$ cat src/shared/sdcr_pkg.sv
// Package of constants and types for the SDRAM command, bank and read core
package sdcr_pkg;
    // ****************************************************
    // Geometry
    // ****************************************************
    localparam int BANKS = 4;
    localparam int BANK_W = 2;
    localparam int ROW_W = 12;
    localparam int COL_W = 8;
    localparam int DQ_W = 16;
    localparam int MASK_W = 2;
    localparam int AUTO_CLOSE_BIT = 10;
    localparam int MASK_LAT = 2;
    localparam int SYNC_STAGES = 3;
    localparam int LAT_W = 3;

    // ****************************************************
    // Burst length codes
    // ****************************************************
    localparam logic [2:0] BL_1 = 3'h0;
    localparam logic [2:0] BL_2 = 3'h1;
    localparam logic [2:0] BL_4 = 3'h2;
    localparam logic [2:0] BL_8 = 3'h3;
    localparam logic [2:0] BL_PAGE = 3'h7;
    localparam logic [COL_W-1:0] COL_ONE = 8'h01;
    localparam logic [COL_W:0] CNT_ONE = 9'h001;
    localparam logic [COL_W:0] CNT_ZERO = 9'h000;

    // ****************************************************
    // Command codes {ras_n, cas_n, we_n}
    // ****************************************************
    localparam logic [2:0] CMD_OPEN = 3'h3;
    localparam logic [2:0] CMD_CLOSE = 3'h2;
    localparam logic [2:0] CMD_READ = 3'h5;
    localparam logic [2:0] CMD_WRITE = 3'h4;
    localparam logic [2:0] CMD_STOP = 3'h6;
    localparam logic [2:0] CMD_REFRESH = 3'h1;

    typedef enum logic [2:0] {
        DEC_NONE, DEC_OPEN, DEC_CLOSE, DEC_CLOSE_ALL,
        DEC_READ, DEC_WRITE, DEC_STOP, DEC_REFRESH
    } sdcr_cmd_type;

    typedef enum logic [1:0] {
        PWR_RUN, PWR_SUSPEND, PWR_DOWN, PWR_SELF
    } sdcr_pwr_type;
endpackage

$ cat src/shared/sdcr_cmd_if.sv
// Interface carrying a decoded command from decoder to core
interface sdcr_cmd_if;
    sdcr_pkg::sdcr_cmd_type cmd;
    logic [sdcr_pkg::BANK_W-1:0] bank;
    logic [sdcr_pkg::ROW_W-1:0] addr;
    logic cke_now;
    logic [sdcr_pkg::MASK_W-1:0] mask;
    modport producer (output cmd, bank, addr, cke_now, mask);
    modport consumer (input cmd, bank, addr, cke_now, mask);
endinterface

$ cat src/sdcr_core.sv
// SDRAM command decode, bank state and read burst core
module sdcr_core #(
    parameter int CAS_LAT = 2
) (
    // Clock and reset
    input wire logic clk,
    input wire logic reset_n,
    // Command pins
    input wire logic cs_n,
    input wire logic ras_n,
    input wire logic cas_n,
    input wire logic we_n,
    input wire logic cke,
    input wire logic [sdcr_pkg::BANK_W-1:0] bank,
    input wire logic [sdcr_pkg::ROW_W-1:0] addr,
    input wire logic [sdcr_pkg::MASK_W-1:0] dqm,
    // Mode settings
    input wire logic [2:0] burst_len,
    input wire logic burst_interleave,
    input wire logic [sdcr_pkg::LAT_W-1:0] cas_latency,
    // Array read data
    input wire logic [sdcr_pkg::DQ_W-1:0] array_rdata,
    // Data pins
    output logic [sdcr_pkg::DQ_W-1:0] dq_o,
    output logic [sdcr_pkg::DQ_W-1:0] dq_oe,
    // Array read request
    output logic array_rd,
    output logic [sdcr_pkg::BANK_W-1:0] array_bank,
    output logic [sdcr_pkg::ROW_W-1:0] array_row,
    output logic [sdcr_pkg::COL_W-1:0] array_col,
    // Status
    output logic [sdcr_pkg::BANKS-1:0] bank_open,
    output logic illegal_access,
    output logic auto_close_req,
    output logic [1:0] power_state
);
    localparam int PIPE = 8;

    // ****************************************************
    // State
    // ****************************************************
    typedef struct packed {
        logic [1:0] rst_sync;
        logic [sdcr_pkg::BANKS-1:0] open;
        logic [sdcr_pkg::BANKS-1:0][sdcr_pkg::ROW_W-1:0] row;
        logic active;
        logic [sdcr_pkg::BANK_W-1:0] rbank;
        logic [sdcr_pkg::COL_W-1:0] start_col;
        logic [sdcr_pkg::COL_W:0] step;
        logic [PIPE-1:0] vld_pipe;
        logic [sdcr_pkg::MASK_LAT-1:0][sdcr_pkg::MASK_W-1:0] mask_pipe;
        logic [sdcr_pkg::MASK_W-1:0] mask_late;
        logic [sdcr_pkg::DQ_W-1:0] rdata;
        sdcr_pkg::sdcr_pwr_type pwr;
        logic [sdcr_pkg::DQ_W-1:0] dq_o;
        logic [sdcr_pkg::DQ_W-1:0] dq_oe;
        logic rd;
        logic [sdcr_pkg::BANK_W-1:0] abank;
        logic [sdcr_pkg::ROW_W-1:0] arow;
        logic [sdcr_pkg::COL_W-1:0] acol;
        logic illegal;
        logic auto_close;
    } sdcr_core_state_type;

    sdcr_core_state_type s_q, s_d;
    sdcr_cmd_if cmd_if ();

    sdcr_decode u_decode (
        .clk(clk),
        .rst_n(s_q.rst_sync[1]),
        .cs_n(cs_n),
        .ras_n(ras_n),
        .cas_n(cas_n),
        .we_n(we_n),
        .cke(cke),
        .bank(bank),
        .addr(addr),
        .mask(dqm),
        .out(cmd_if.producer)
    );

    // ****************************************************
    // Burst helpers
    // ****************************************************
    function automatic logic [sdcr_pkg::COL_W:0] burst_words(
        input logic [2:0] bl);
        case (bl)
            sdcr_pkg::BL_1: burst_words = 9'h001;
            sdcr_pkg::BL_2: burst_words = 9'h002;
            sdcr_pkg::BL_4: burst_words = 9'h004;
            sdcr_pkg::BL_8: burst_words = 9'h008;
            default: burst_words = 9'h000;
        endcase
    endfunction

    function automatic logic [sdcr_pkg::COL_W-1:0] burst_col(
        input logic [sdcr_pkg::COL_W-1:0] start,
        input logic [sdcr_pkg::COL_W:0] n,
        input logic [2:0] bl,
        input logic ilv);
        logic [sdcr_pkg::COL_W-1:0] wrap, k;
        wrap = sdcr_pkg::COL_W'(burst_words(bl) - sdcr_pkg::CNT_ONE);
        k = n[sdcr_pkg::COL_W-1:0];
        if (bl == sdcr_pkg::BL_PAGE) begin
            burst_col = start + k;
        end else if (ilv) begin
            burst_col = (start & ~wrap) | ((start ^ k) & wrap);
        end else begin
            burst_col = (start & ~wrap) | ((start + k) & wrap);
        end
    endfunction

    // ****************************************************
    // Next state
    // ****************************************************
    always_comb begin
        logic [sdcr_pkg::BANK_W-1:0] b;
        logic last;
        logic lat_hit;
        logic [sdcr_pkg::MASK_W-1:0] m;
        b = cmd_if.bank;
        last = (burst_len != sdcr_pkg::BL_PAGE) &&
            (s_q.step + sdcr_pkg::CNT_ONE >= burst_words(burst_len));
        lat_hit = s_q.vld_pipe[cas_latency - 3'h1];
        m = s_q.mask_late;
        s_d = s_q;
        s_d.rst_sync = {s_q.rst_sync[0], 1'b1};
        s_d.illegal = 1'b0;
        s_d.auto_close = 1'b0;
        s_d.rd = 1'b0;
        s_d.mask_pipe[0] = cmd_if.mask;
        s_d.mask_pipe[1] = s_q.mask_pipe[0];
        // Extra stage covers the array read cycle
        s_d.mask_late = s_q.mask_pipe[sdcr_pkg::MASK_LAT-1];
        if (s_q.pwr == sdcr_pkg::PWR_RUN && !cmd_if.cke_now) begin
            s_d.pwr = s_q.active ? sdcr_pkg::PWR_SUSPEND
                : sdcr_pkg::PWR_DOWN;
        end else if (s_q.pwr != sdcr_pkg::PWR_RUN && cmd_if.cke_now) begin
            s_d.pwr = sdcr_pkg::PWR_RUN;
        end
        s_d.vld_pipe = {s_q.vld_pipe[PIPE-2:0], 1'b0};
        if (s_q.active && s_q.pwr != sdcr_pkg::PWR_SUSPEND) begin
            s_d.rd = 1'b1;
            s_d.abank = s_q.rbank;
            s_d.arow = s_q.row[s_q.rbank];
            s_d.acol = burst_col(s_q.start_col, s_q.step, burst_len,
                burst_interleave);
            s_d.vld_pipe[0] = 1'b1;
            s_d.step = s_q.step + sdcr_pkg::CNT_ONE;
            if (last) begin
                s_d.active = 1'b0;
            end
        end
        case (cmd_if.cmd)
            sdcr_pkg::DEC_OPEN: begin
                if (!s_q.open[b]) begin
                    s_d.open[b] = 1'b1;
                    s_d.row[b] = cmd_if.addr;
                end
            end
            sdcr_pkg::DEC_CLOSE: begin
                s_d.open[b] = 1'b0;
                if (s_q.active && s_q.rbank == b) begin
                    s_d.active = 1'b0;
                end
            end
            sdcr_pkg::DEC_CLOSE_ALL: begin
                s_d.open = '0;
                s_d.active = 1'b0;
            end
            sdcr_pkg::DEC_READ, sdcr_pkg::DEC_WRITE: begin
                s_d.active = 1'b0;
                if (!s_q.open[b]) begin
                    s_d.illegal = 1'b1;
                end else if (cmd_if.cmd == sdcr_pkg::DEC_READ) begin
                    s_d.active = 1'b1;
                    s_d.rbank = b;
                    s_d.start_col = cmd_if.addr[sdcr_pkg::COL_W-1:0];
                    s_d.step = sdcr_pkg::CNT_ZERO;
                    s_d.auto_close =
                        cmd_if.addr[sdcr_pkg::AUTO_CLOSE_BIT];
                end
            end
            sdcr_pkg::DEC_STOP: s_d.active = 1'b0;
            sdcr_pkg::DEC_REFRESH: begin
                if (!cmd_if.cke_now) begin
                    s_d.pwr = sdcr_pkg::PWR_SELF;
                end
            end
            default: ;
        endcase
        if (cmd_if.cmd == sdcr_pkg::DEC_WRITE) begin
            s_d.vld_pipe = '0;
        end
        if (!s_d.open[s_q.rbank]) begin
            s_d.rd = 1'b0;
            s_d.vld_pipe[0] = 1'b0;
        end
        s_d.rdata = array_rdata;
        s_d.dq_o = (cas_latency > sdcr_pkg::LAT_W'(CAS_LAT)) ?
            s_q.rdata : array_rdata;
        s_d.dq_oe = '0;
        if (lat_hit) begin
            s_d.dq_oe = {{8{~m[1]}}, {8{~m[0]}}};
        end
    end

    always_ff @(posedge clk or negedge reset_n) begin
        if (!reset_n) begin
            s_q <= '0;
        end else begin
            s_q <= s_d;
        end
    end

    assign dq_o = s_q.dq_o;
    assign dq_oe = s_q.dq_oe;
    assign array_rd = s_q.rd;
    assign array_bank = s_q.abank;
    assign array_row = s_q.arow;
    assign array_col = s_q.acol;
    assign bank_open = s_q.open;
    assign illegal_access = s_q.illegal;
    assign auto_close_req = s_q.auto_close;
    assign power_state = s_q.pwr;
endmodule // sdcr_core

$ cat src/sdcr_decode.sv
// Command input synchroniser and decoder
module sdcr_decode (
    // Clock and reset
    input wire logic clk,
    input wire logic rst_n,
    // Command pins
    input wire logic cs_n,
    input wire logic ras_n,
    input wire logic cas_n,
    input wire logic we_n,
    input wire logic cke,
    input wire logic [sdcr_pkg::BANK_W-1:0] bank,
    input wire logic [sdcr_pkg::ROW_W-1:0] addr,
    input wire logic [sdcr_pkg::MASK_W-1:0] mask,
    // Decoded command
    sdcr_cmd_if.producer out
);
    localparam int W = 5 + sdcr_pkg::BANK_W + sdcr_pkg::ROW_W
        + sdcr_pkg::MASK_W;

    typedef struct packed {
        logic [sdcr_pkg::SYNC_STAGES-1:0][W-1:0] pipe;
        logic cke_prev;
    } sdcr_dec_state_type;

    sdcr_dec_state_type s_q, s_d;
    logic [W-1:0] raw, cur;

    assign raw = {cs_n, ras_n, cas_n, we_n, cke, bank, addr, mask};

    always_comb begin
        s_d = s_q;
        s_d.pipe[0] = raw;
        s_d.pipe[1] = s_q.pipe[0];
        s_d.pipe[2] = s_q.pipe[1];
        s_d.cke_prev = cur[W-5];
    end

    always_ff @(posedge clk or negedge rst_n) begin
        if (!rst_n) begin
            s_q <= '0;
        end else begin
            s_q <= s_d;
        end
    end

    // Third stage feeds the decoder
    assign cur = s_q.pipe[2];

    always_comb begin
        logic [2:0] code;
        code = cur[W-2 -: 3];
        out.cmd = sdcr_pkg::DEC_NONE;
        out.bank = cur[sdcr_pkg::MASK_W+sdcr_pkg::ROW_W +: sdcr_pkg::BANK_W];
        out.addr = cur[sdcr_pkg::MASK_W +: sdcr_pkg::ROW_W];
        out.mask = cur[sdcr_pkg::MASK_W-1:0];
        out.cke_now = cur[W-5];
        if (!cur[W-1] && s_q.cke_prev) begin
            if (code == sdcr_pkg::CMD_OPEN) begin
                out.cmd = sdcr_pkg::DEC_OPEN;
            end else if (code == sdcr_pkg::CMD_CLOSE) begin
                out.cmd = out.addr[sdcr_pkg::AUTO_CLOSE_BIT] ?
                    sdcr_pkg::DEC_CLOSE_ALL : sdcr_pkg::DEC_CLOSE;
            end else if (code == sdcr_pkg::CMD_READ) begin
                out.cmd = sdcr_pkg::DEC_READ;
            end else if (code == sdcr_pkg::CMD_WRITE) begin
                out.cmd = sdcr_pkg::DEC_WRITE;
            end else if (code == sdcr_pkg::CMD_STOP) begin
                out.cmd = sdcr_pkg::DEC_STOP;
            end else if (code == sdcr_pkg::CMD_REFRESH) begin
                out.cmd = sdcr_pkg::DEC_REFRESH;
            end
        end
    end
endmodule // sdcr_decode

$ cat config.mk
export PLATFORM = sky130hd
export DESIGN_NAME = sdcr_core
export DESIGN_NICKNAME = d
export VERILOG_FILES = /design/src/shared/sdcr_pkg.sv /design/src/shared/sdcr_cmd_if.sv /design/src/sdcr_core.sv /design/src/sdcr_decode.sv
export SDC_FILE = /design/constraint.sdc
export NUM_CORES = 1
export LEC_CHECK = 0
export ABC_CLOCK_PERIOD_IN_PS = 5900
export BUFFER_PORTS_ARGS = -buffer_cell sky130_fd_sc_hd__buf_2
export CORE_MARGIN = 2
export CORE_UTILIZATION = 30
export DETAILED_ROUTE_END_ITERATION = 10
export PLACE_DENSITY = 0.45
export SYNTH_ARGS = -nofsm -noshare
export SYNTH_HDL_FRONTEND = slang
export SYNTH_SLANG_ARGS = --single-unit
export TNS_END_PERCENT = 1
$ cat constraint.sdc
create_clock -name clk -period 5.9 [get_ports clk]
set_clock_uncertainty 0.2 [all_clocks]
set_input_delay 0.59 -clock clk [delete_from_list [all_inputs] [get_ports clk]]
set_output_delay 0.59 -clock clk [all_outputs]
set_load 0.01 [all_outputs]
# == After elaboration in Yosys (flattened, before gate mapping) ==
# Index checks and enable logic that the tools add are counted.
# op_classes
eq_ne,20
n_reduce_logical,16
n_bitwise,13
order_cmp,6
mux,51
addsub,4
# ops
cell,n
$mux 52,1
$bwmux 48,1
$mux 20,2
$mux 16,2
$mux 8,4
$and 8x8->8,3
$bmux 12 s2,1
$demux 12 s2,1
$eq 3x3->1 const B,8
$mux 12,2
$mux 23,1
$mux 3,7
$eq 3x2->1 const B,6
$mux 9,2
$or 8x8->8,2
$pmux 4 s4,1
$mux 1,14
$mux 2,6
$pmux 4 s3,1
$add 9x1->9 const B,1
$eq 3x1->1 const B,3
$ge 9x9->1,1
$add 8x8->8,1
$not 8->8,1
26 further kinds,38
# word_totals
elab_cells,138
inputBits,46
out_inout_bits,63
regBits,227

# == Longest topological paths before layout ==
# Gate-level depths: netlist of run 1.
# depth
depth_word,13
ltp_mapped,10
mapped_depth_nobuf,9

# == Modules after synthesis ==
# Synthesis of run 1 repeated with hierarchy kept, for this count alone.
# hier_totals
hier_cells,701
hier_area_um2,8949.8
# by_module_without_submodules
module,area_each_um2,instances,cells_each
sdcr_core,7156.9,1,611
sdcr_decode,1793.0,1,90

# == Worst setup path after synthesis of run 1 ==
# OpenSTA, ideal clock, no wires.
# synth_path
kind,register to register
startpoint,register u_decode.s_q (netlist bit u_decode.cur[15])
endpoint,register (tool-made name)
setup_slack_ns,3.362
t_arrival_ns,2.213
path_stages_with_launch,6
setup_time_ns,0.125
synth_period_minus_slack_ns,2.538
path_cell_list,dfrtp_1 > mux4_2 > or4b_4 > nor3b_2 > buf_4 > mux2_2
# synth_rtl
item,line,source
start: declaration,sdcr_decode.sv:26,"sdcr_dec_state_type s_q, s_d;"
start signal: assignment,sdcr_decode.sv:41,s_q <= '0;
start signal: assignment,sdcr_decode.sv:43,s_q <= s_d;

==> impl.org, run 1 <==
** Status
- The flow ran to the end, and the final reports show no timing, DRC or antenna violations.

** STA
- The number of max-slew violations in the final report came to 0.
- The total count of hold-check failures in the final report came to 0.
- Setup repair after global routing left no endpoint under its margin.
- Actual transition at the worst max-transition pin :: 1.17 ns
- Final setup TNS :: 0 ns
- Number of setup violations in the final report :: 0
- Worst rel slew slack :: a little over a fifth
- The smallest clock period supported by the final layout is computed as 3.43 ns.
- Highest Clock Rate :: a little under 300 MHz
- Ratio of final minimum period to clock period :: 58.2%

** Clock tree
- Clock-pin slew was measured on the worst setup and hold paths at 0.06 ns.
- In this run the number of H-tree levels came out at 1.
- Clock latency on the worst-skew pair, taken at its later pin, is 0.51 ns.
- CTS Buffer Depth :: 3
- For this design, the sink count on the clock tree is around 210.
- TritonCTS built the clock tree.
- Inserted Clock Buffers :: 25
- Clock tree root driver cell :: clkbuf_16
- In this run the post-CTS setup repair buffer count came out at 0.

** Floorplanning
- Vertical extent of the die :: 174 um
- I/O pin cnt :: 109
- For this configuration, the core starts out at a cell density of a little under a third.
- Core Box Area :: ~29000 um^2
- Die Footprint :: 30400 um^2
- Row Count :: 62
- From left edge to right edge, the die measures 174 um.

** Detailed routing
- Met2 WL :: approximately 8500 um
- After detailed routing, the number of vias per cell comes to 4.39.
- The routed design has 17800 um of wire.
- Post-route met1 wirelength :: 8180 um
- Drt wl/cell :: 15.1 um
- For this block, the initial DRC count from the detailed router was slightly below 200.
- In this run the remaining antenna-violating nets after routing total 0.
- Routed wl met3 :: 807 um
- First-pass iteration count of the detailed router :: 4
- Top routing layer in use :: met4
- Detailed routing inserted a total of ~5200 vias.
- In the routed design, unresolved DRC markers number 0.

** Placed design
- Cell area reported after detailed placement :: roughly 9200 um^2
- Placer Congestion :: 0.809
- Once detailed placement completed, the half-perimeter wirelength came to 11800 um.
- In this run the tool buffered the top-level ports with 108 buffer cells.

** Power and ir drop
- Power after layout :: around 3.9 mW
- Power Dens Cells :: approximately 370 nW/um^2
- The analysis attributes to cell leakage a power of 5.04 nW.
- Worst ir drop on vdd :: 0.193 mV

** Critical path
- Data on the critical path arrives at its endpoint at between 3 and 4 ns.
- For this run, the slowest stage of the critical path takes around 0.90 ns.
- Worst setup path class :: register to register
- Gate family responsible for the most delay along the worst path :: simple AND/OR/NAND/NOR gates
- Along the worst path, the maximum fanout reaches 12.
- Slowest cell on the critical path :: nor2_1
- Endpoint required time on the critical path :: just over 6 ns
- STA classifies the critical path startpoint as a register.
- Number of buffers and inverters on the critical path :: 0
- Critical path endpoint category :: register
- Sequence of cells on the critical path :: mux4_2 -> or4b_4 -> nor2_1 -> mux2_2

** Final layout
- The number of antenna diodes in the final layout is 0.
- Fraction of layout instances using a drive strength above 1 :: a little under a third
- The area growth from synthesis to layout is 20.7%.
- After the last flow step, the layout net total stands at 838.
- Finished layout cell area :: 10500 um^2

** GRT
- Global-route wire length before repair :: 30000 um
- Entering global routing, the biggest net connects 87 pins.
- Overflow left after global routing :: 0
- The via count of the first global-routing pass came to 5567.
- Global routing used 12.2% of the available tracks.
- Number of antenna violations at the first check in global routing :: 0

** Synth
- The Yosys step of the flow raised 0 warnings.
- Netlist area before placement :: 8710 um^2
- Of the post-synthesis cell area, the dominant cell type holds around three fifths.
- Each instance of the synthesized netlist takes up on average 12.8 um^2.
- By area the synthesized netlist is led by dfrtp_1 61%, mux2_2 8.3%, buf_4 5.5%.
- Flip-flop and latch count after synthesis :: 213
- Number of flops mapped to enable cells by yosys :: 0
- Most used flip-flop cell after synthesis :: dfrtp_1
- The number of nets in the synthesized netlist is 745.
- In the synthesized netlist, the cells that appear most often are 213 x dfrtp_1, 97 x nand2_1, 64 x buf_4, 64 x mux2_2, 28 x nor2_1.
- Synthesis handed over a netlist of 682 instances.
- After synthesis, the netlist uses 48 different library cells.
- Among all cell types in the netlist, the one instantiated most often is dfrtp_1.
- Counting flops with an async set or reset pin after synthesis yields a share of 100%.
- Sequential elements use between 60% and 70% of the synthesized area.
- Of all cell types, the one taking the most synthesized area is dfrtp_1.

** Run
- The tool flagged a number of max-cap violations equal to 0.

** Worst hold path
- The path class of the tightest hold or removal check is register to register.
==> what timing repair did <==
action | CTS | global route
hold buffers | 39 | 0
hold endpoints to repair | 104 | 0
gates resized for setup | 0 | 0
==> placed cells by master, fill, tap and decap left out, types with 2 or more instances in the layout <==
cell type      Yosys  final
a21o_1             2      2
buf_4             64      5
nor2_1            28     28
dlygate4sd3_1      0     39
clkinv_2           0      3
nand2b_1           3      3
nand3_1            8      8
bufinv_16          0      5
a211oi_1           2      2
clkbuf_1          18      3
clkbuf_8           0      7
ha_1              16     16
and3_1             5      5
nor3_1             3      3
dfrtp_1          213    212
buf_2              0    107
and2_1             5      5
or3_1              2      2
xor2_1            10     10
nand4_1            5      5
clkbuf_16          0     25
nand2_1           97     97
a31oi_1            7      7
mux4_2            16     16
or2_2              4      4
o21a_1             2      2
inv_1             11     11
mux2i_1            3      3
a21oi_1           26     26
xnor2_1           10     10
nor4_1             3      3
mux2_2            64     64
o21ai_0           16     16
nor2b_1           14     14
nand3b_1           3      3
==> power breakdown <==
| group | switching [mW] | total, mW | internal, mW |
|---|---|---|---|
| clock network | 0.579 | 1.66 | 1.08 |
| logic | 0.269 | 0.529 | 0.260 |
| registers | 0.128 | 1.74 | 1.62 |
| total | 0.975 | 3.93 | 2.95 |
==> cell type report <==
cell class	instances	area (um^2)
clock inverter	9	174
fill	2746	18100
tap	384	480
inverter	11	41.3
multi-input combinational	372	2780
timing repair buffer	152	975
clock buffer	35	733
sequential	213	5330
==> final timing paths <==
path	depth (start not counted)	from	endpoint	slack, ns
min	0	u_decode.s_d[51]$_DFF_PN0_	u_decode.cur[8]$_DFF_PN0_	0.14
min in group asynchronous	1	s_q[162]$_DFF_PN0_	u_decode.cur[5]$_DFF_PN0_	0.23
max	4	u_decode.cur[15]$_DFF_PN0_	register	2.47
max in group asynchronous	3	reset_n	array_bank[0]$_DFFE_PN0P_	3.62
max reg2reg	4	u_decode.cur[15]$_DFF_PN0_	register	2.47
min reg2reg	0	u_decode.s_d[51]$_DFF_PN0_	u_decode.cur[8]$_DFF_PN0_	0.14
==> logic make-up after synthesis <==
group | Yosys count | share of synthesized area (%)
other | 1 | 0.0431
and+or+nand+nor | 189 | 10.4
buffers and inverters | 97 | 6.94
xor gates and xnor gates | 20 | 2.01
muxes | 83 | 12.8
adders and majority gates | 17 | 2.53
DFF | 213 | 61.2
AOI/OAI and AO/OA | 62 | 4.12
==> metal layers <==
metal,vias to the layer above,GRT usage [%]
li1,2435,-
met1,2597,16.0
met2,107,20.7
met3,29,2.36
met4,0,3.15
met5,-,0
==> through the flow <==
step | worst slack (ns) | hold WS, ns | instances | util [%]
3_3_place_gp | 2.55 | -0.120 | 1093 | 32.2
4_1_cts | 2.45 | 0.144 | 1176 | 36.7
3_5_place_dp | 2.47 | -0.115 | 1093 | 32.2
2_1_floorplan | 3.36 | 0.0944 | 682 | -
6_report | 2.47 | 0.137 | 1176 | 36.7
5_1_grt | 2.31 | 0.148 | 1176 | 36.7
No activity file was read; power rests on OpenSTA's default activity.
==> run 2: changes to the inputs <==
Settings changed: ABC_CLOCK_PERIOD_IN_PS 5900 to 3000, PLACE_DENSITY 0.45 to 0.46.
Clock period 5.9 ns to 3 ns, I/O delays scaled along.
==> run 2 against run 1 <==
Net effect: setup slack got worse by 2.1 ns; register-to-register slack got worse by 2.1 ns; cell area increased by 0.13%; largest cell class unchanged; count of clock-buffer cells in the layout decreased by 3; combinational power increased by 100%; clock power increased by 76%; wire length decreased by 1.6%.
==> impl.org, run 2 (synthesized netlist as in run 1, its figures left out) <==
** Critical path
- The data arrival time at the worst-slack endpoint was 2.84 ns (-0.78 ns).
- Endpoint required time on the critical path :: 3.19 ns (-2.89 ns)
- Gate family responsible for the most delay along the worst path :: multiplexers
- Number of buffers and inverters on the critical path :: 1 (+1)
- The worst setup path is captured at a register.
- The slack of the worst reg-to-reg path came to 0.36 ns (-2.11 ns).
- The slowest stage of the critical path belongs to the cell or4b_4.
- The worst setup path is of the register to register kind.
- The largest fanout on the critical path was 12 (unchanged).
- Slowest Stage Delay on Critical Path :: 0.60 ns (-0.30 ns)
- Sequence of cells on the critical path :: mux4_2 -> or4b_4 -> nor3b_4 -> buf_4 -> mux2_2
- STA classifies the critical path startpoint as a register.

** Final layout
- The design area is 10500 um^2 (+0.13%).
- Layout Nets :: 852 (+1.7%)
- Compared with the post-synthesis result, the final layout area differs by 20.8%.
- The top cell types in the final layout, fill and taps aside, are 212 x dfrtp_1, 107 x buf_2, 97 x nand2_1.
- The total inserted antenna cells is 0 (unchanged).
- Area taken by flip-flops and latches :: 5330 um^2 (unchanged)
- The library cell used most frequently in the layout, excluding fill and tap cells, is dfrtp_1.
- The footprint of the multi-input gates is 2780 um^2 (unchanged).
- The fill cell total of the finished layout came to 2848 (+3.7%).
- The fraction of final layout cells sized beyond drive strength 1 came to 31.7% (+0.78 points).

** Detailed routing
- The routed via count divided by cell count came to 4.32 (-1.8%).
- The number of iterations in the first detailed-routing pass is 4 (unchanged).
- The remaining design rule violation count came to 0 (unchanged).
- Total detailed-routing wirelength :: 17500 um (-1.6%)
- Total via count after detailed routing :: 5129 (-0.75%)
- Count of nets left with antenna violations after detail routing :: 0 (unchanged)
- Initial drt markers :: 246 (+25%)
- Drt wl/cell :: 14.7 um (-2.6%)

** Floorplanning
- The starting utilization of the core area came to 30.4% (unchanged).
- The y dimension of the die was 174 um (unchanged).
- The core box area came to 28600 um^2 (unchanged).
- The width of the die is 174 um (unchanged).
- The total number of placement rows came to 62 (unchanged).
- I/O pin cnt :: 109 (unchanged)
- The full die area came to 30400 um^2 (unchanged).

** Power and ir drop
- Internal power consumption :: 5.46 mW (+85%)
- Worst ir drop on vdd :: 0.384 mV (+99%)
- Proportion of power drawn by combinational gates :: 14.5% (+1.1 points)
- Switching power share of the total :: 26.2% (+1.4 points)
- Switching Power :: 1.94 mW (+99%)
- The fraction of power consumed by sequential logic was 46.0% (+1.6 points).
- Power Dens Cells :: 703 nW/um^2 (+88%)
- The leakage power came to 5.05 nW (+0.31%).
- The share of power burned in the clock network came to 39.5% (-2.7 points).

** STA
- The period utilization came to 88.0% (+30 points).
- The number of max-slew violations in the final report came to 0 (unchanged).
- Worst slack on hold paths :: 0.0408 ns (-0.0963 ns)
- Min Clock Period, post-route :: 2.64 ns (-0.794 ns)
- Highest Clock Rate :: 379 MHz (+30%)
- Setup repair after global routing left no endpoint under its margin.
- Fin. Hold Viols :: 0 (unchanged)
- Final setup TNS :: 0 ns (unchanged)
- Actual transition at the worst max-transition pin :: 0.704 ns (-0.470 ns)
- Worst rel slew slack :: 53.1% (+32 points)
- The total setup violations reported at the end of the flow came to 0 (unchanged).

** GRT
- The overall overflow remaining after global route is 0 (unchanged).
- The largest net degree at the start of global routing was 74 (-15%).
- The number of antenna violations at the first check in global routing is 0 (unchanged).
- The total track usage is 12.0% (-0.24 points).
- Number of global-route vias before repair :: 5344 (-4.0%)
- The wire length of the first global-routing pass is 29400 um (-2.1%).

** Clock tree
- The number of buffers created by CTS came to 25 (unchanged).
- Post-CTS clock slew at the launch and capture registers of the worst setup and hold paths :: 0.06 ns (about the same)
- Clock network latency to the later pin of the worst-skew pair :: 0.52 ns (about the same)
- The count of clock tree sinks came to 213 (unchanged).
- Cells resized by post-CTS repair :: 0 (unchanged)
- Post-CTS repair timing setup buffer count :: 0 (unchanged)
- CTS Buffer Depth :: 3 (unchanged)
- # H-tree levels :: 1 (unchanged)
- TritonCTS built the clock tree.
- Clock tree synthesis selected as its root buffer the cell clkbuf_16.

** Placed design
- The total cell area at the placement stage came to 9340 um^2 (+1.4%).
- Number of port buffers :: 108 (unchanged)
- Detailed-placement wirelength estimate :: 11800 um (about the same)
- The weighted congestion reported at the end of routability-driven placement was 0.792 (-2.2%).

** Run
- The total of max-cap violations came to 0 (unchanged).

** Worst hold path
- The min-delay analysis places its worst path in the category input port to register.

** Status
- Status :: complete, no violations
-- run 2: changes by cell type in the layout (fill, tap and decap cells not counted), moves of 2 or more --
cell	before	now
buf_12	0	2
buf_4	5	17
clkbuf_1	3	5
bufinv_16	5	2
clkinvlp_4	0	2
clkbuf_8	7	2
-- run 2: repair_timing --
item,CTS,global route
endpoints found under the setup margin,0,0
hold endpoints to repair,123,0
hold buffers,39,0
-- run 2: cell type report --
type                    instances  share of cell area, %
well taps                     384                   4.57
clock buffers                  32                   6.38
clock inverters                10                   1.13
multi-input cells             372                   26.4
repair buffers                166                   10.5
flip-flops and latches        213                   50.7
inverters                      11                  0.392
-- run 2: path summary, 6_finish.rpt --
kind                                            start  cells past startpoint                         end
max                        u_decode.cur[15]$_DFF_PN0_                      5                    register
min                                      burst_len[2]                      3    array_col[5]$_DFFE_PN0P_
max reg2reg                u_decode.cur[15]$_DFF_PN0_                      5                    register
min reg2reg                        s_q[162]$_DFF_PN0_                      0  u_decode.cur[19]$_DFF_PN0_
max in group asynchronous                     reset_n                      3           dq_o[6]$_DFF_PN0_
min in group asynchronous          s_q[162]$_DFF_PN0_                      0  u_decode.cur[19]$_DFF_PN0_
-- run 2: worst reg2reg max path, stage by stage (launching register included) --
cell and delay [ns]:
dfrtp_1 0.37, mux4_2 0.56, or4b_4 0.60, nor3b_4 0.20, buf_4 0.24, mux2_2 0.36
-- run 2: power groups by stage --
stage / Clock, mW / Combinational [mW] / Sequential [mW]
6_report: 2.92 / 1.07 / 3.40
5_1_grt: 3.17 / 1.21 / 3.45
4_1_cts: 3.05 / 1.10 / 3.41
3_5_place_dp: 0 / 1.06 / 3.46
3_3_place_gp: 0 / 1.05 / 3.46
2_1_floorplan: 0 / 0.861 / 3.37
-- run 2: through the flow --
stage / setup slack (ns) / cells / total power, mW / utilization (%)
after CTS: 0.333 / 1188 / 7.57 / 36.8
after floorplan: 0.462 / 682 / 4.23 / -
after global placement: 0.387 / 1107 / 4.51 / 32.6
after detailed placement: 0.357 / 1107 / 4.52 / 32.6
after global routing: 0.250 / 1188 / 7.83 / 36.8
final: 0.359 / 1188 / 7.40 / 36.8
-- run 2: layer usage --
metal  wire length [um]  up-vias  track usage [%]
met2               8190       85             19.0
met1               8290     2548             16.8
met4                479        0             3.54
li1                   -     2465                -
met3                559       31             1.90
met5                  0        -                0
==> run 3: changes to the inputs <==
Settings changed: ABC_CLOCK_PERIOD_IN_PS 3000 to default, RECOVER_POWER from default to 25, SLEW_MARGIN from default to 0.
==> run 3 against run 2 <==
Net effect: the flow now finishes with violations (max-capacitance violations, max-slew violations); critical path depth stayed put; sequential cell count did not move; cell area shrank 0.18%; power barely moved; largest cell class unchanged; wire length increased by 0.13%; critical path type unchanged; count of clock-buffer cells in the layout did not move; setup slack better by 0.0049 ns; core utilization is 0.066 points lower; fmax up 0.19%; cell count did not move; global-route usage stayed put; sequential share of layout area is 0.078 points higher.
==> impl.org, run 3 (synthesized netlist as in run 1, its figures left out) <==
** Status
- Status :: complete, but fails checks
- Failing checks :: max-capacitance violations, max-slew violations

** GRT
- Global-route track usage on met1 :: 16.8% (unchanged)
- met2 is the most crowded layer.
- Total Routing Usage GR :: 12.0% (unchanged)
- The met3 track utilization from global routing is 1.90% (unchanged).
- Largest net degree at the start of global routing :: 74 (unchanged)
- The wire length of the first global-routing pass was 29400 um (unchanged).
- The met2 track demand over resource in global routing is 19.0% (unchanged).
- Number of global-route vias before repair :: 5344 (unchanged)
- Number of antenna violations at the first check in global routing :: 0 (unchanged)
- Overflow left after global routing :: 0 (unchanged)

** Critical path
- Endpoint required time on the critical path :: 3.20 ns (about the same)
- The number of cells on the worst reg-to-reg path came to 5 (unchanged).
- Worst Setup SP :: u_decode.cur[15]$_DFF_PN0_
- Critical Path Start Type :: register
- In this run the critical register-to-register path is launched from u_decode.cur[15]$_DFF_PN0_.
- Data arrival, critical path :: 2.83 ns (about the same)
- The largest fanout on the critical path is 12 (unchanged).
- The slack of the worst reg-to-reg path is 0.36 ns (about the same).
- Worst setup path class :: register to register
- Critical path endpoint category :: register

** STA
- The highest attainable clock frequency was 379 MHz (+0.19%).
- The total count of hold-check failures in the final report came to 0 (unchanged).
- The period utilization is 87.9% (-0.16 points).
- Max Transition Viols Final :: 73 (+73)
- The worst setup slack after layout was 0.364 ns (+0.00494 ns).
- Number of setup violations in the final report :: 0 (unchanged)
- Min Clock Period, post-route :: 2.64 ns (-0.00494 ns)
- Final setup TNS :: 0 ns (unchanged)
- Actual transition at the worst max-transition pin :: 1.89 ns (+1.19 ns)
- Worst rel slew slack :: -26.0% (-79 points)
- Unrepaired setup endpoints after global routing :: no

** Floorplanning
- Core Box Area :: 28600 um^2 (unchanged)
- The width of the die was 174 um (unchanged).
- The starting utilization of the core area was 30.4% (unchanged).
- Die Footprint :: 30400 um^2 (unchanged)
- Row Count :: 62 (unchanged)
- The y dimension of the die was 174 um (unchanged).
- I/O pin cnt :: 109 (unchanged)

** Clock tree
- Clock network latency to the later pin of the worst-skew pair :: 0.51 ns (about the same)
- TritonCTS built the clock tree.
- The number of buffers created by CTS came to 25 (unchanged).
- CTS placed an instance of clkbuf_16 at the clock tree root.
- The post-CTS clock slew at the launch and capture registers of the worst setup and hold paths was 0.06 ns (about the same).
- The count of clock tree sinks came to 213 (unchanged).
- The total of cells resized after clock tree synthesis came to 0 (unchanged).
- The number of buffers on the longest clock path is 3 (unchanged).
- # H-tree levels :: 1 (unchanged)

** Power and ir drop
- Worst ir drop on vdd :: 0.385 mV (+0.19%)
- The leakage power was 5.03 nW (-0.50%).
- The total power per unit cell area was 704 nW/um^2 (+0.16%).

** Final layout
- The library cell used most frequently in the layout, excluding fill and tap cells, is dfrtp_1.
- Top library cells by usage in the layout, fill and taps aside :: 213 x dfrtp_1, 97 x nand2_1, 97 x buf_2
- The fraction of final layout cells sized beyond drive strength 1 was 30.5% (-1.2 points).
- The number of nets in the layout was 852 (unchanged).
- Area delta synth->final :: 20.6%
- Number of inserted diodes :: 0 (unchanged)

** Placed design
- Placer Congestion :: 0.792 (unchanged)
- The detailed placement HPWL was 11800 um (unchanged).
- Number of port buffers :: 108 (unchanged)
- Worst setup timing slack at the placement stage :: 0.357 ns (unchanged)

** Detailed routing
- Total via count after detailed routing :: 5150 (+0.41%)
- The overall routed net length is 17500 um (+0.13%).
- The number of iterations in the first detailed-routing pass came to 4 (unchanged).
- Number of DRC violations after detailed routing :: 0 (unchanged)
- The post-detailed-route wirelength per cell is 14.8 um (+0.13%).
- Count of nets left with antenna violations after detail routing :: 0 (unchanged)
- Initial drt markers :: 256 (+4.1%)
- Via density per instance :: 4.34 (+0.41%)

** Worst hold path
- The tightest min-delay check is of the input port to register type.
- Hold path startpoint :: burst_len[2]

** Run
- Max-capacitance violation count :: 1 (+1)
run 3: cell types whose count changed in the layout (fill, tap and decap cells not counted), sizes merged:
cell,previous run,this run
buf,127,116
clkbuf,32,43
run 3: worst min-delay path by stage:
stage                                       to  slack (ns)  cells after the start
CTS                   array_col[5]$_DFFE_PN0P_        0.02                      3
finish                array_col[5]$_DFFE_PN0P_        0.04                      3
global route          array_col[5]$_DFFE_PN0P_        0.08                      3
global placement    u_decode.cur[12]$_DFF_PN0_        0.09                      0
floorplan                            async pin       -0.20                      0
detailed placement  u_decode.s_d[55]$_DFF_PN0_        0.09                      0
run 3: timing repair:
item,in CTS,in global routing
buffers inserted,0,0
hold buffers,39,0
hold endpoints to repair,123,0
run 3: layer usage:
layer  vias to the layer above  share of wire (%)
met1                      2562                 47
met2                        93                 47
met5                         -                  0
met3                        29                3.3
met4                         0                2.7
li1                       2466                  -
run 3: through the flow:
stage / area (um^2) / util, % / std cells / hold WS, ns / power (mW)
floorplan: 8710 / - / 682 / -0.196 / 4.23
global placement: 9340 / 32.6 / 1107 / 0.0867 / 4.51
detailed placement: 9340 / 32.6 / 1107 / 0.0921 / 4.52
CTS: 10500 / 36.8 / 1188 / 0.0214 / 7.57
global route: 10500 / 36.7 / 1188 / 0.0776 / 7.83
finish: 10500 / 36.7 / 1188 / 0.0425 / 7.40
run 3: worst max-delay path, stage by stage (launching register included):
cell and delay [ns]:
dfrtp_1 0.37, mux4_2 0.56, or4b_4 0.60, nor3b_4 0.20, buf_4 0.24, mux2_2 0.35
run 3: layout make-up:
class / instances / area (um^2)
clock buffers: 32 / 672
clock inverters: 10 / 119
fillers: 2852 / 18100
inverters: 11 / 41.3
multi-input cells: 372 / 2780
flip-flops and latches: 213 / 5330
well taps: 384 / 480
repair buffers: 166 / 1090
run 3: where the power goes:
part,internal [mW],switching (mW),leakage [nW]
clock network,1.75,1.17,0.383
logic,0.525,0.543,1.97
registers,3.18,0.225,2.68
total,5.46,1.94,5.03
